`config.mk`:
```
export PLATFORM = sky130hd
export DESIGN_NAME = mds_slice
export DESIGN_NICKNAME = d
export VERILOG_FILES = /design/src/logic/mds_lane.v /design/src/logic/mds_slice.v
export VERILOG_INCLUDE_DIRS = /design/src /design/src/logic
export SDC_FILE = /design/constraint.sdc
export NUM_CORES = 2
export LEC_CHECK = 0
export BUFFER_PORTS_ARGS = -buffer_cell sky130_fd_sc_hd__buf_2
export CORE_MARGIN = 1.5
export CORE_UTILIZATION = 56
export DETAILED_ROUTE_END_ITERATION = 10
export PLACE_DENSITY = 0.76
export SLEW_MARGIN = 20
export SYNTH_ARGS = -nofsm -noshare
export SYNTH_HDL_FRONTEND = slang
export SYNTH_SLANG_ARGS = --single-unit
export TNS_END_PERCENT = 20
```
`constraint.sdc`:
```
create_clock -name pclk -period 36.5 [get_ports pclk]
set_clock_uncertainty 0.05 [all_clocks]
set_input_delay 0 -clock pclk [delete_from_list [all_inputs] [get_ports pclk]]
set_output_delay 0 -clock pclk [all_outputs]
set_load 0.02 [all_outputs]
```
`src/logic/mds_defines.vh`:
```
// register offsets, control field positions and widths for the mac slice
`ifndef MDS_DEFINES_VH
`define MDS_DEFINES_VH
`define MDS_OFF_CTRL       8'h00
`define MDS_OFF_PAT_LO     8'h04
`define MDS_OFF_PAT_HI     8'h08
`define MDS_OFF_MASK_LO    8'h0C
`define MDS_OFF_MASK_HI    8'h10
`define MDS_OFF_RES_LO     8'h14
`define MDS_OFF_RES_HI     8'h18
`define MDS_CTRL_RESET     32'h00000000
`define MDS_CTRL_WMASK     32'h07FFFFFF
`define MDS_PAT_RESET      48'h000000000000
`define MDS_MASK_RESET     48'h000000000000
`define MDS_F_SUB          0
`define MDS_F_LOGIC        1
`define MDS_F_FUNC_LO      2
`define MDS_F_FUNC_HI      5
`define MDS_F_SIMD_LO      6
`define MDS_F_SIMD_HI      7
`define MDS_F_BYPASS       8
`define MDS_F_PRE_EN       9
`define MDS_F_PRE_SUB      10
`define MDS_F_YSEL_LO      11
`define MDS_F_YSEL_HI      12
`define MDS_F_COUNT        13
`define MDS_F_ROUND        14
`define MDS_F_RPOS_LO      15
`define MDS_F_RPOS_HI      20
`define MDS_F_AREG         21
`define MDS_F_BREG         22
`define MDS_F_CREG         23
`define MDS_F_DREG         24
`define MDS_F_MREG         25
`define MDS_F_ACASC        26
`define MDS_SIMD_ONE48     2'h0
`define MDS_SIMD_TWO24     2'h1
`define MDS_SIMD_FOUR12    2'h2
`define MDS_YSEL_ZERO      2'h0
`define MDS_YSEL_C         2'h1
`define MDS_YSEL_ACC       2'h2
`define MDS_YSEL_CASC      2'h3
`define MDS_FN_AND         4'h0
`define MDS_FN_OR          4'h1
`define MDS_FN_XOR         4'h2
`define MDS_FN_XNOR        4'h3
`define MDS_FN_NAND        4'h4
`define MDS_FN_NOR         4'h5
`define MDS_FN_X_ANDN_Y    4'h6
`define MDS_FN_X_ORN_Y     4'h7
`define MDS_FN_NX_AND_Y    4'h8
`define MDS_FN_NX_OR_Y     4'h9
`define MDS_LANE_W         12
`define MDS_LANES          4
`endif

```
`src/logic/mds_lane.v`:
```
// one carry-linked adder lane of the simd arithmetic unit
`timescale 1ns/1ps
module mds_lane #(
  parameter W = 12
) (
  input  wire [W-1:0] x,
  input  wire [W-1:0] y,
  input  wire         cin,
  output wire [W-1:0] sum,
  output wire         cout
);
  wire [W:0] total;

  assign total = {1'b0, x} + {1'b0, y} + {{W{1'b0}}, cin};
  assign sum   = total[W-1:0];
  assign cout  = total[W];
endmodule

```
`src/logic/mds_slice.v`:
```
// multiply-accumulate slice with simd alu, logic unit, pattern detector and apb control
//
// Our own choices: the register offsets and the APB register port.
`timescale 1ns/1ps
`include "mds_defines.vh"
module mds_slice (
  input  wire        pclk,
  input  wire        presetn,
  input  wire        psel,
  input  wire        penable,
  input  wire        pwrite,
  input  wire [7:0]  paddr,
  input  wire [31:0] pwdata,
  output reg  [31:0] prdata,
  output reg         pready,
  output reg         pslverr,
  input  wire        ce,
  input  wire [24:0] a_in,
  input  wire [24:0] d_in,
  input  wire [17:0] b_in,
  input  wire [47:0] c_in,
  input  wire [47:0] x_in,
  input  wire [24:0] acin,
  input  wire [47:0] pcin,
  output reg  [24:0] acout,
  output reg  [47:0] p_out,
  output reg  [47:0] pcout,
  output reg  [3:0]  carry_out,
  output reg         pat_match,
  output reg         pat_match_inv
);
  localparam NL = `MDS_LANES;
  localparam LW = `MDS_LANE_W;

  reg  [31:0] ctrl_reg;
  reg  [47:0] pat_reg;
  reg  [47:0] mask_reg;
  reg  [24:0] a_reg;
  reg  [24:0] d_reg;
  reg  [17:0] b_reg;
  reg  [47:0] c_reg;
  reg  [47:0] m_reg;
  reg  [47:0] acc_reg;
  reg  [31:0] rdata_next;
  reg         rerr_next;
  reg  [47:0] lu_out;
  reg  [47:0] y_src;

  wire        op_sub    = ctrl_reg[`MDS_F_SUB];
  wire        logic_md  = ctrl_reg[`MDS_F_LOGIC];
  wire [3:0]  func      = ctrl_reg[`MDS_F_FUNC_HI:`MDS_F_FUNC_LO];
  wire [1:0]  simd      = ctrl_reg[`MDS_F_SIMD_HI:`MDS_F_SIMD_LO];
  wire        bypass    = ctrl_reg[`MDS_F_BYPASS];
  wire        pre_en    = ctrl_reg[`MDS_F_PRE_EN];
  wire        pre_sub   = ctrl_reg[`MDS_F_PRE_SUB];
  wire [1:0]  ysel      = ctrl_reg[`MDS_F_YSEL_HI:`MDS_F_YSEL_LO];
  wire        count_md  = ctrl_reg[`MDS_F_COUNT];
  wire        round_md  = ctrl_reg[`MDS_F_ROUND];
  wire [5:0]  rpos      = ctrl_reg[`MDS_F_RPOS_HI:`MDS_F_RPOS_LO];
  wire        areg_en   = ctrl_reg[`MDS_F_AREG];
  wire        breg_en   = ctrl_reg[`MDS_F_BREG];
  wire        creg_en   = ctrl_reg[`MDS_F_CREG];
  wire        dreg_en   = ctrl_reg[`MDS_F_DREG];
  wire        mreg_en   = ctrl_reg[`MDS_F_MREG];
  wire        acasc     = ctrl_reg[`MDS_F_ACASC];

  // apb access phase completes on the edge where pready is already high
  wire        wr_fire   = psel & penable & pready & pwrite;

  // operand selection and optional input registers
  wire [24:0] a_src     = acasc ? acin : a_in;
  wire [24:0] a_use     = areg_en ? a_reg : a_src;
  wire [24:0] d_use     = dreg_en ? d_reg : d_in;
  wire [17:0] b_use     = breg_en ? b_reg : b_in;
  wire [47:0] c_use     = creg_en ? c_reg : c_in;

  wire [24:0] pre_sum   = pre_sub ? (d_use - a_use) : (d_use + a_use);
  wire [24:0] mul_a     = pre_en ? pre_sum : a_use;
  wire [42:0] prod      = $signed(mul_a) * $signed(b_use);
  wire [47:0] prod_ext  = {{5{prod[42]}}, prod};
  wire [47:0] m_use     = mreg_en ? m_reg : prod_ext;

  wire [47:0] x_opd     = count_md ? acc_reg : (bypass ? x_in : m_use);
  wire [47:0] y_opd     = count_md ? 48'h000000000001 : y_src;
  wire [47:0] y_eff     = op_sub ? ~y_opd : y_opd;

  wire [47:0] sum;
  wire [NL-1:0] lcout;
  wire [NL-1:0] lcin;

  always @* begin
    case (ysel)
      `MDS_YSEL_ZERO: y_src = 48'h000000000000;
      `MDS_YSEL_C:    y_src = c_use;
      `MDS_YSEL_ACC:  y_src = acc_reg;
      `MDS_YSEL_CASC: y_src = pcin;
      default:        y_src = 48'h000000000000;
    endcase
  end

  // lanes restart the carry with the subtract bit at each simd boundary
  genvar g;
  generate
    for (g = 0; g < NL; g = g + 1) begin : lane
      wire brk = (g == 0) || (simd == `MDS_SIMD_FOUR12) || ((simd == `MDS_SIMD_TWO24) && (g == 2));
      assign lcin[g] = brk ? op_sub : ((g == 0) ? 1'b0 : lcout[(g == 0) ? 0 : g - 1]);
      mds_lane #(.W(LW)) u_lane (
        .x    (x_opd[g*LW +: LW]),
        .y    (y_eff[g*LW +: LW]),
        .cin  (lcin[g]),
        .sum  (sum[g*LW +: LW]),
        .cout (lcout[g])
      );
    end
  endgenerate

  always @* begin
    case (func)
      `MDS_FN_AND:      lu_out = x_opd & y_opd;
      `MDS_FN_OR:       lu_out = x_opd | y_opd;
      `MDS_FN_XOR:      lu_out = x_opd ^ y_opd;
      `MDS_FN_XNOR:     lu_out = ~(x_opd ^ y_opd);
      `MDS_FN_NAND:     lu_out = ~(x_opd & y_opd);
      `MDS_FN_NOR:      lu_out = ~(x_opd | y_opd);
      `MDS_FN_X_ANDN_Y: lu_out = x_opd & ~y_opd;
      `MDS_FN_X_ORN_Y:  lu_out = x_opd | ~y_opd;
      `MDS_FN_NX_AND_Y: lu_out = ~x_opd & y_opd;
      `MDS_FN_NX_OR_Y:  lu_out = ~x_opd | y_opd;
      default:          lu_out = 48'h000000000000;
    endcase
  end

  wire        alu_logic = logic_md & ~count_md;
  wire [47:0] alu_res   = alu_logic ? lu_out : sum;

  // detector looks at the new result before rounding, so on the logic unit it compares the 48-bit logic output
  wire [47:0] diff      = (alu_res ^ pat_reg) & ~mask_reg;
  wire [47:0] diff_inv  = (alu_res ^ ~pat_reg) & ~mask_reg;
  wire        hit       = (diff == 48'h000000000000);
  wire        hit_inv   = (diff_inv == 48'h000000000000);

  // convergent rounding: a tie seen by the detector forces the round bit to even
  wire [47:0] rbit      = 48'h000000000001 << rpos;
  wire [47:0] res_fin   = (round_md && hit) ? (alu_res & ~rbit) : alu_res;

  wire [3:0]  lane_cy   = op_sub ? ~lcout : lcout;

  always @(posedge pclk or negedge presetn) begin
    if (!presetn) begin
      a_reg         <= 25'h0000000;
      d_reg         <= 25'h0000000;
      b_reg         <= 18'h00000;
      c_reg         <= 48'h000000000000;
      m_reg         <= 48'h000000000000;
      acc_reg       <= 48'h000000000000;
      acout         <= 25'h0000000;
      p_out         <= 48'h000000000000;
      pcout         <= 48'h000000000000;
      carry_out     <= 4'h0;
      pat_match     <= 1'b0;
      pat_match_inv <= 1'b0;
    end else if (ce) begin
      a_reg         <= a_src;
      d_reg         <= d_in;
      b_reg         <= b_in;
      c_reg         <= c_in;
      m_reg         <= prod_ext;
      acc_reg       <= res_fin;
      acout         <= a_use;
      p_out         <= res_fin;
      pcout         <= res_fin;
      carry_out     <= alu_logic ? 4'h0 : lane_cy;
      pat_match     <= hit;
      pat_match_inv <= hit_inv;
    end
  end

  // register file
  always @(posedge pclk or negedge presetn) begin
    if (!presetn) begin
      ctrl_reg <= `MDS_CTRL_RESET;
      pat_reg  <= `MDS_PAT_RESET;
      mask_reg <= `MDS_MASK_RESET;
    end else if (wr_fire) begin
      case (paddr)
        `MDS_OFF_CTRL:    ctrl_reg         <= pwdata & `MDS_CTRL_WMASK;
        `MDS_OFF_PAT_LO:  pat_reg[31:0]    <= pwdata;
        `MDS_OFF_PAT_HI:  pat_reg[47:32]   <= pwdata[15:0];
        `MDS_OFF_MASK_LO: mask_reg[31:0]   <= pwdata;
        `MDS_OFF_MASK_HI: mask_reg[47:32]  <= pwdata[15:0];
        default:          ctrl_reg         <= ctrl_reg;
      endcase
    end
  end

  always @* begin
    rdata_next = 32'h00000000;
    rerr_next  = 1'b0;
    case (paddr)
      `MDS_OFF_CTRL:    rdata_next = ctrl_reg;
      `MDS_OFF_PAT_LO:  rdata_next = pat_reg[31:0];
      `MDS_OFF_PAT_HI:  rdata_next = {16'h0000, pat_reg[47:32]};
      `MDS_OFF_MASK_LO: rdata_next = mask_reg[31:0];
      `MDS_OFF_MASK_HI: rdata_next = {16'h0000, mask_reg[47:32]};
      `MDS_OFF_RES_LO:  rdata_next = p_out[31:0];
      `MDS_OFF_RES_HI:  rdata_next = {10'h000, carry_out, pat_match_inv, pat_match, p_out[47:32]};
      default:          rerr_next  = 1'b1;
    endcase
    if (pwrite && (paddr == `MDS_OFF_RES_LO || paddr == `MDS_OFF_RES_HI)) begin
      rerr_next = 1'b1;
    end
  end

  // answer prepared in the setup cycle, so the access phase never waits
  always @(posedge pclk or negedge presetn) begin
    if (!presetn) begin
      prdata  <= 32'h00000000;
      pready  <= 1'b0;
      pslverr <= 1'b0;
    end else if (psel && !penable) begin
      prdata  <= pwrite ? 32'h00000000 : rdata_next;
      pready  <= 1'b1;
      pslverr <= rerr_next;
    end else begin
      prdata  <= 32'h00000000;
      pready  <= 1'b0;
      pslverr <= 1'b0;
    end
  end
endmodule

```
==> metrics.csv <==
stage,metric,value,unit
place,post-DP HPWL,166000,um
worst_hold_path,worst min path class,in -> reg,
yosys,mux share of post-synthesis cell area,12.6,%
setup_path,reg2reg setup slack,15.70,ns
cells_and_area,FF/Latch Area,0.00990,mm^2
setup_path,Crit Path Class,reg -> reg,
yosys,Avg Synthesized Cell Area,8.88,um^2
setup_path,reg-to-reg endpoint,acc_reg[35]$_DFFE_PN0P_,
yosys,Synth Area in Compound Gates,14.7,%
setup_path,CP required,36.96,ns
route,DRT Pass-1 Iters,8,
sta,final setup fails,0,
yosys,#FFs+latches synth,395,
sta,actual transition at the worst max-transition pin,1.23,ns
yosys,Commonest cells post-synth,"nor2_1, inv_1, nand2_1",
route,post-route ant nets,0,
grt,All-Layer GR Usage,46.6,%
yosys,XOR/XNOR share of the synthesized area,4.00,%
sta,post-layout min period,20.80,ns
clock_network,CTS Sinks,395,
route,Residual DRC,0,
grt,largest net degree at the start of global routing,172,
sta,headroom to the max-slew limit,17.3,%
yosys,Synth Flop Type,dfrtp_1,
route,DRT iter0 DRCs,6095,
grt,global-route wire length before repair,315000,um
yosys,"Seq/Total Area, Yosys",19.5,%
setup_path,crit path from,ctrl_reg[26]$_DFFE_PN0P_,
yosys,top cell type's share of synthesized area,19.5,%
place,port bufs,443,
floorplanning,Initial Util,56.5,%
yosys,library cells used by synthesis,102,
sta,Tcrit/Tclk final,57.0,%
setup_path,Critical Path Max Stage Delay,0.90,ns
floorplanning,Boundary Pins,444,
route,via count,48200,
floorplanning,area of the core,0.0899,mm^2
yosys,Synth area leader,dfrtp_1,
sta,achievable frequency,48.1,MHz
setup_path,CP Max Fanout,33,
sta,Final Hold Viols,0,
setup_path,RR Startpoint,ctrl_reg[26]$_DFFE_PN0P_,
cells_and_area,# nets final,7292,
floorplanning,die area,0.0924,mm^2
cells_and_area,Layout Area Growth over Synthesis,14.1,%
yosys,Synth Warn #,0,
setup_path,startpoint types,flip-flop,
grt,global route total overflow,0,
cells_and_area,number of fill cells,7490,
clock_network,clock transition at the registers of the reported paths,0.06,ns
flow_run,maxcap violations,0,
place,RePlAce Congestion,1.09,
clock_network,worst skew pair latency,0.68,ns
cells_and_area,multi-input logic area,0.0369,mm^2
yosys,Mapped Cells,5713,
route,post-DR vias/cell,6.49,
setup_path,CP arrival,21.26,ns
yosys,Simple-Gate Fraction of Synth Area,14.4,%
setup_path,CP dominant cell by count,fa_1,
clock_network,CTS Buf Count,51,
floorplanning,row count,110,
grt,vias in the first global route,47100,
yosys,most common cell in the netlist,nor2_1,
sta,final setup TNS,0,ns
yosys,Async SR Flop Fraction,100,%
clock_network,post-CTS sizing,0,
sta,RSZ-0062 raised after global routing,no,
clock_network,CTS tree,built,
yosys,Mapped Nets,6814,
clock_network,H-tree levels,2,
grt,initial antenna violation count,28,
cells_and_area,layout cells sized above 1,18.7,%
route,WL final,219000,um
status,status,"finished, final reports clean",
floorplanning,Die Y,304,um
setup_path,worst r2r path cells,72,
floorplanning,die width,304,um
yosys,Post-synth EDFFs,0,
setup_path,crit end category,flip-flop,
setup_path,CP max stage cell,nor3_1,
yosys,Post-Synth Adder-Cell Area,26.8,%
clock_network,CTS Root Cell,clkbuf_16,
route,WL/cell,29.5,um
yosys,Netlist Area Pre-Place,0.0507,mm^2
setup_path,crit path to,acc_reg[35]$_DFFE_PN0P_,
yosys,main combinational cell family by area after synthesis,adder cells,
yosys,Area contributors post-synth,"dfrtp_1, fa_1, ha_1",
sta,count of pins over their slew limit,0,
clock_network,Clock Path Buffers,3,
[how the worst min path moves through the flow]
stage,start,end,slack [ns],depth (start not counted)
final,c_in[31],c_reg[31]$_DFFE_PN0P_,0.03,3
after global routing,acin[13],acout[13]$_DFFE_PN0P_,0.06,4
after CTS,acin[22],acout[22]$_DFFE_PN0P_,0.001,4
after detailed placement,presetn,c_reg[10]$_DFFE_PN0P_,0.03,1
after global placement,presetn,c_reg[10]$_DFFE_PN0P_,0.02,1
after floorplan,presetn,a_reg[0]$_DFFE_PN0P_,-0.35,0
[cells in the final DEF, fill, tap and decap left out, types with 74 or more instances in the layout]
cell type / Yosys / routed
buf_2: 45 / 441
xnor2_1: 151 / 151
dfrtp_1: 395 / 383
nand2b_1: 91 / 89
ha_1: 369 / 369
o21ai_0: 198 / 197
nor2_1: 646 / 644
mux2i_1: 203 / 195
mux2_2: 382 / 382
nor2b_1: 92 / 90
a22oi_1: 74 / 74
a31oi_1: 75 / 75
dlygate4sd3_1: 0 / 206
a21oi_1: 243 / 241
fa_1: 449 / 449
inv_1: 608 / 607
xor2_1: 77 / 77
buf_4: 65 / 140
nand2_1: 459 / 459
[layer usage]
layer	wire length [um]	track usage, %
met1	76300	55.6
met2	95200	70.8
met5	92	0
met3	24700	11.2
met4	22600	40.5
[cell families after synthesis]
logic type	count (synthesis)
compound gates	1111
flops	395
xor+xnor	230
buf+inv	978
mux	589
fa+ha+maj	819
simple gates	1591
[per-stage QoR]
stage / area (um^2) / utilization [%] / instances / hold WS [ns] / setup slack, ns
floorplan: 50700 / - / 5713 / -0.346 / 19.15
global placement: 53900 / 60.0 / 7107 / 0.0236 / 17.13
detailed placement: 53900 / 60.0 / 7107 / 0.0270 / 16.70
CTS: 57800 / 64.3 / 7410 / 0.00119 / 16.17
global route: 57900 / 64.4 / 7415 / 0.0556 / 14.86
finish: 57900 / 64.4 / 7430 / 0.0302 / 15.70
[critical path, delay by kind of cell (launching register included)]
kind / cells / cell delay, ns
fa+ha+maj: 17 / 6.88
compound gates: 25 / 6.63
simple gates: 14 / 3.06
mux: 7 / 1.64
buf+inv: 7 / 1.39
flops: 1 / 0.59
xor+xnor: 2 / 0.38
[cell type report]
class,instances,area share (%)
Multi-Input combinational cell,4340,63.8
Sequential cell,395,17.1
Timing Repair Buffer,791,9.32
Inverter,612,3.97
Tap cell,1176,2.54
Clock buffer,67,2.50
Clock inverter,29,0.670
Antenna cell,20,0.0865
[repair_timing]
action | in CTS | in global routing
endpoints found under the hold margin | 403 | 0
hold buffers | 207 | 0
endpoints found under the setup margin | 0 | 0
buffers inserted | 0 | 0
Power is left out: the tool's default activity adds up to more than one toggle a clock period on the data nets, which glitch-free logic cannot reach.
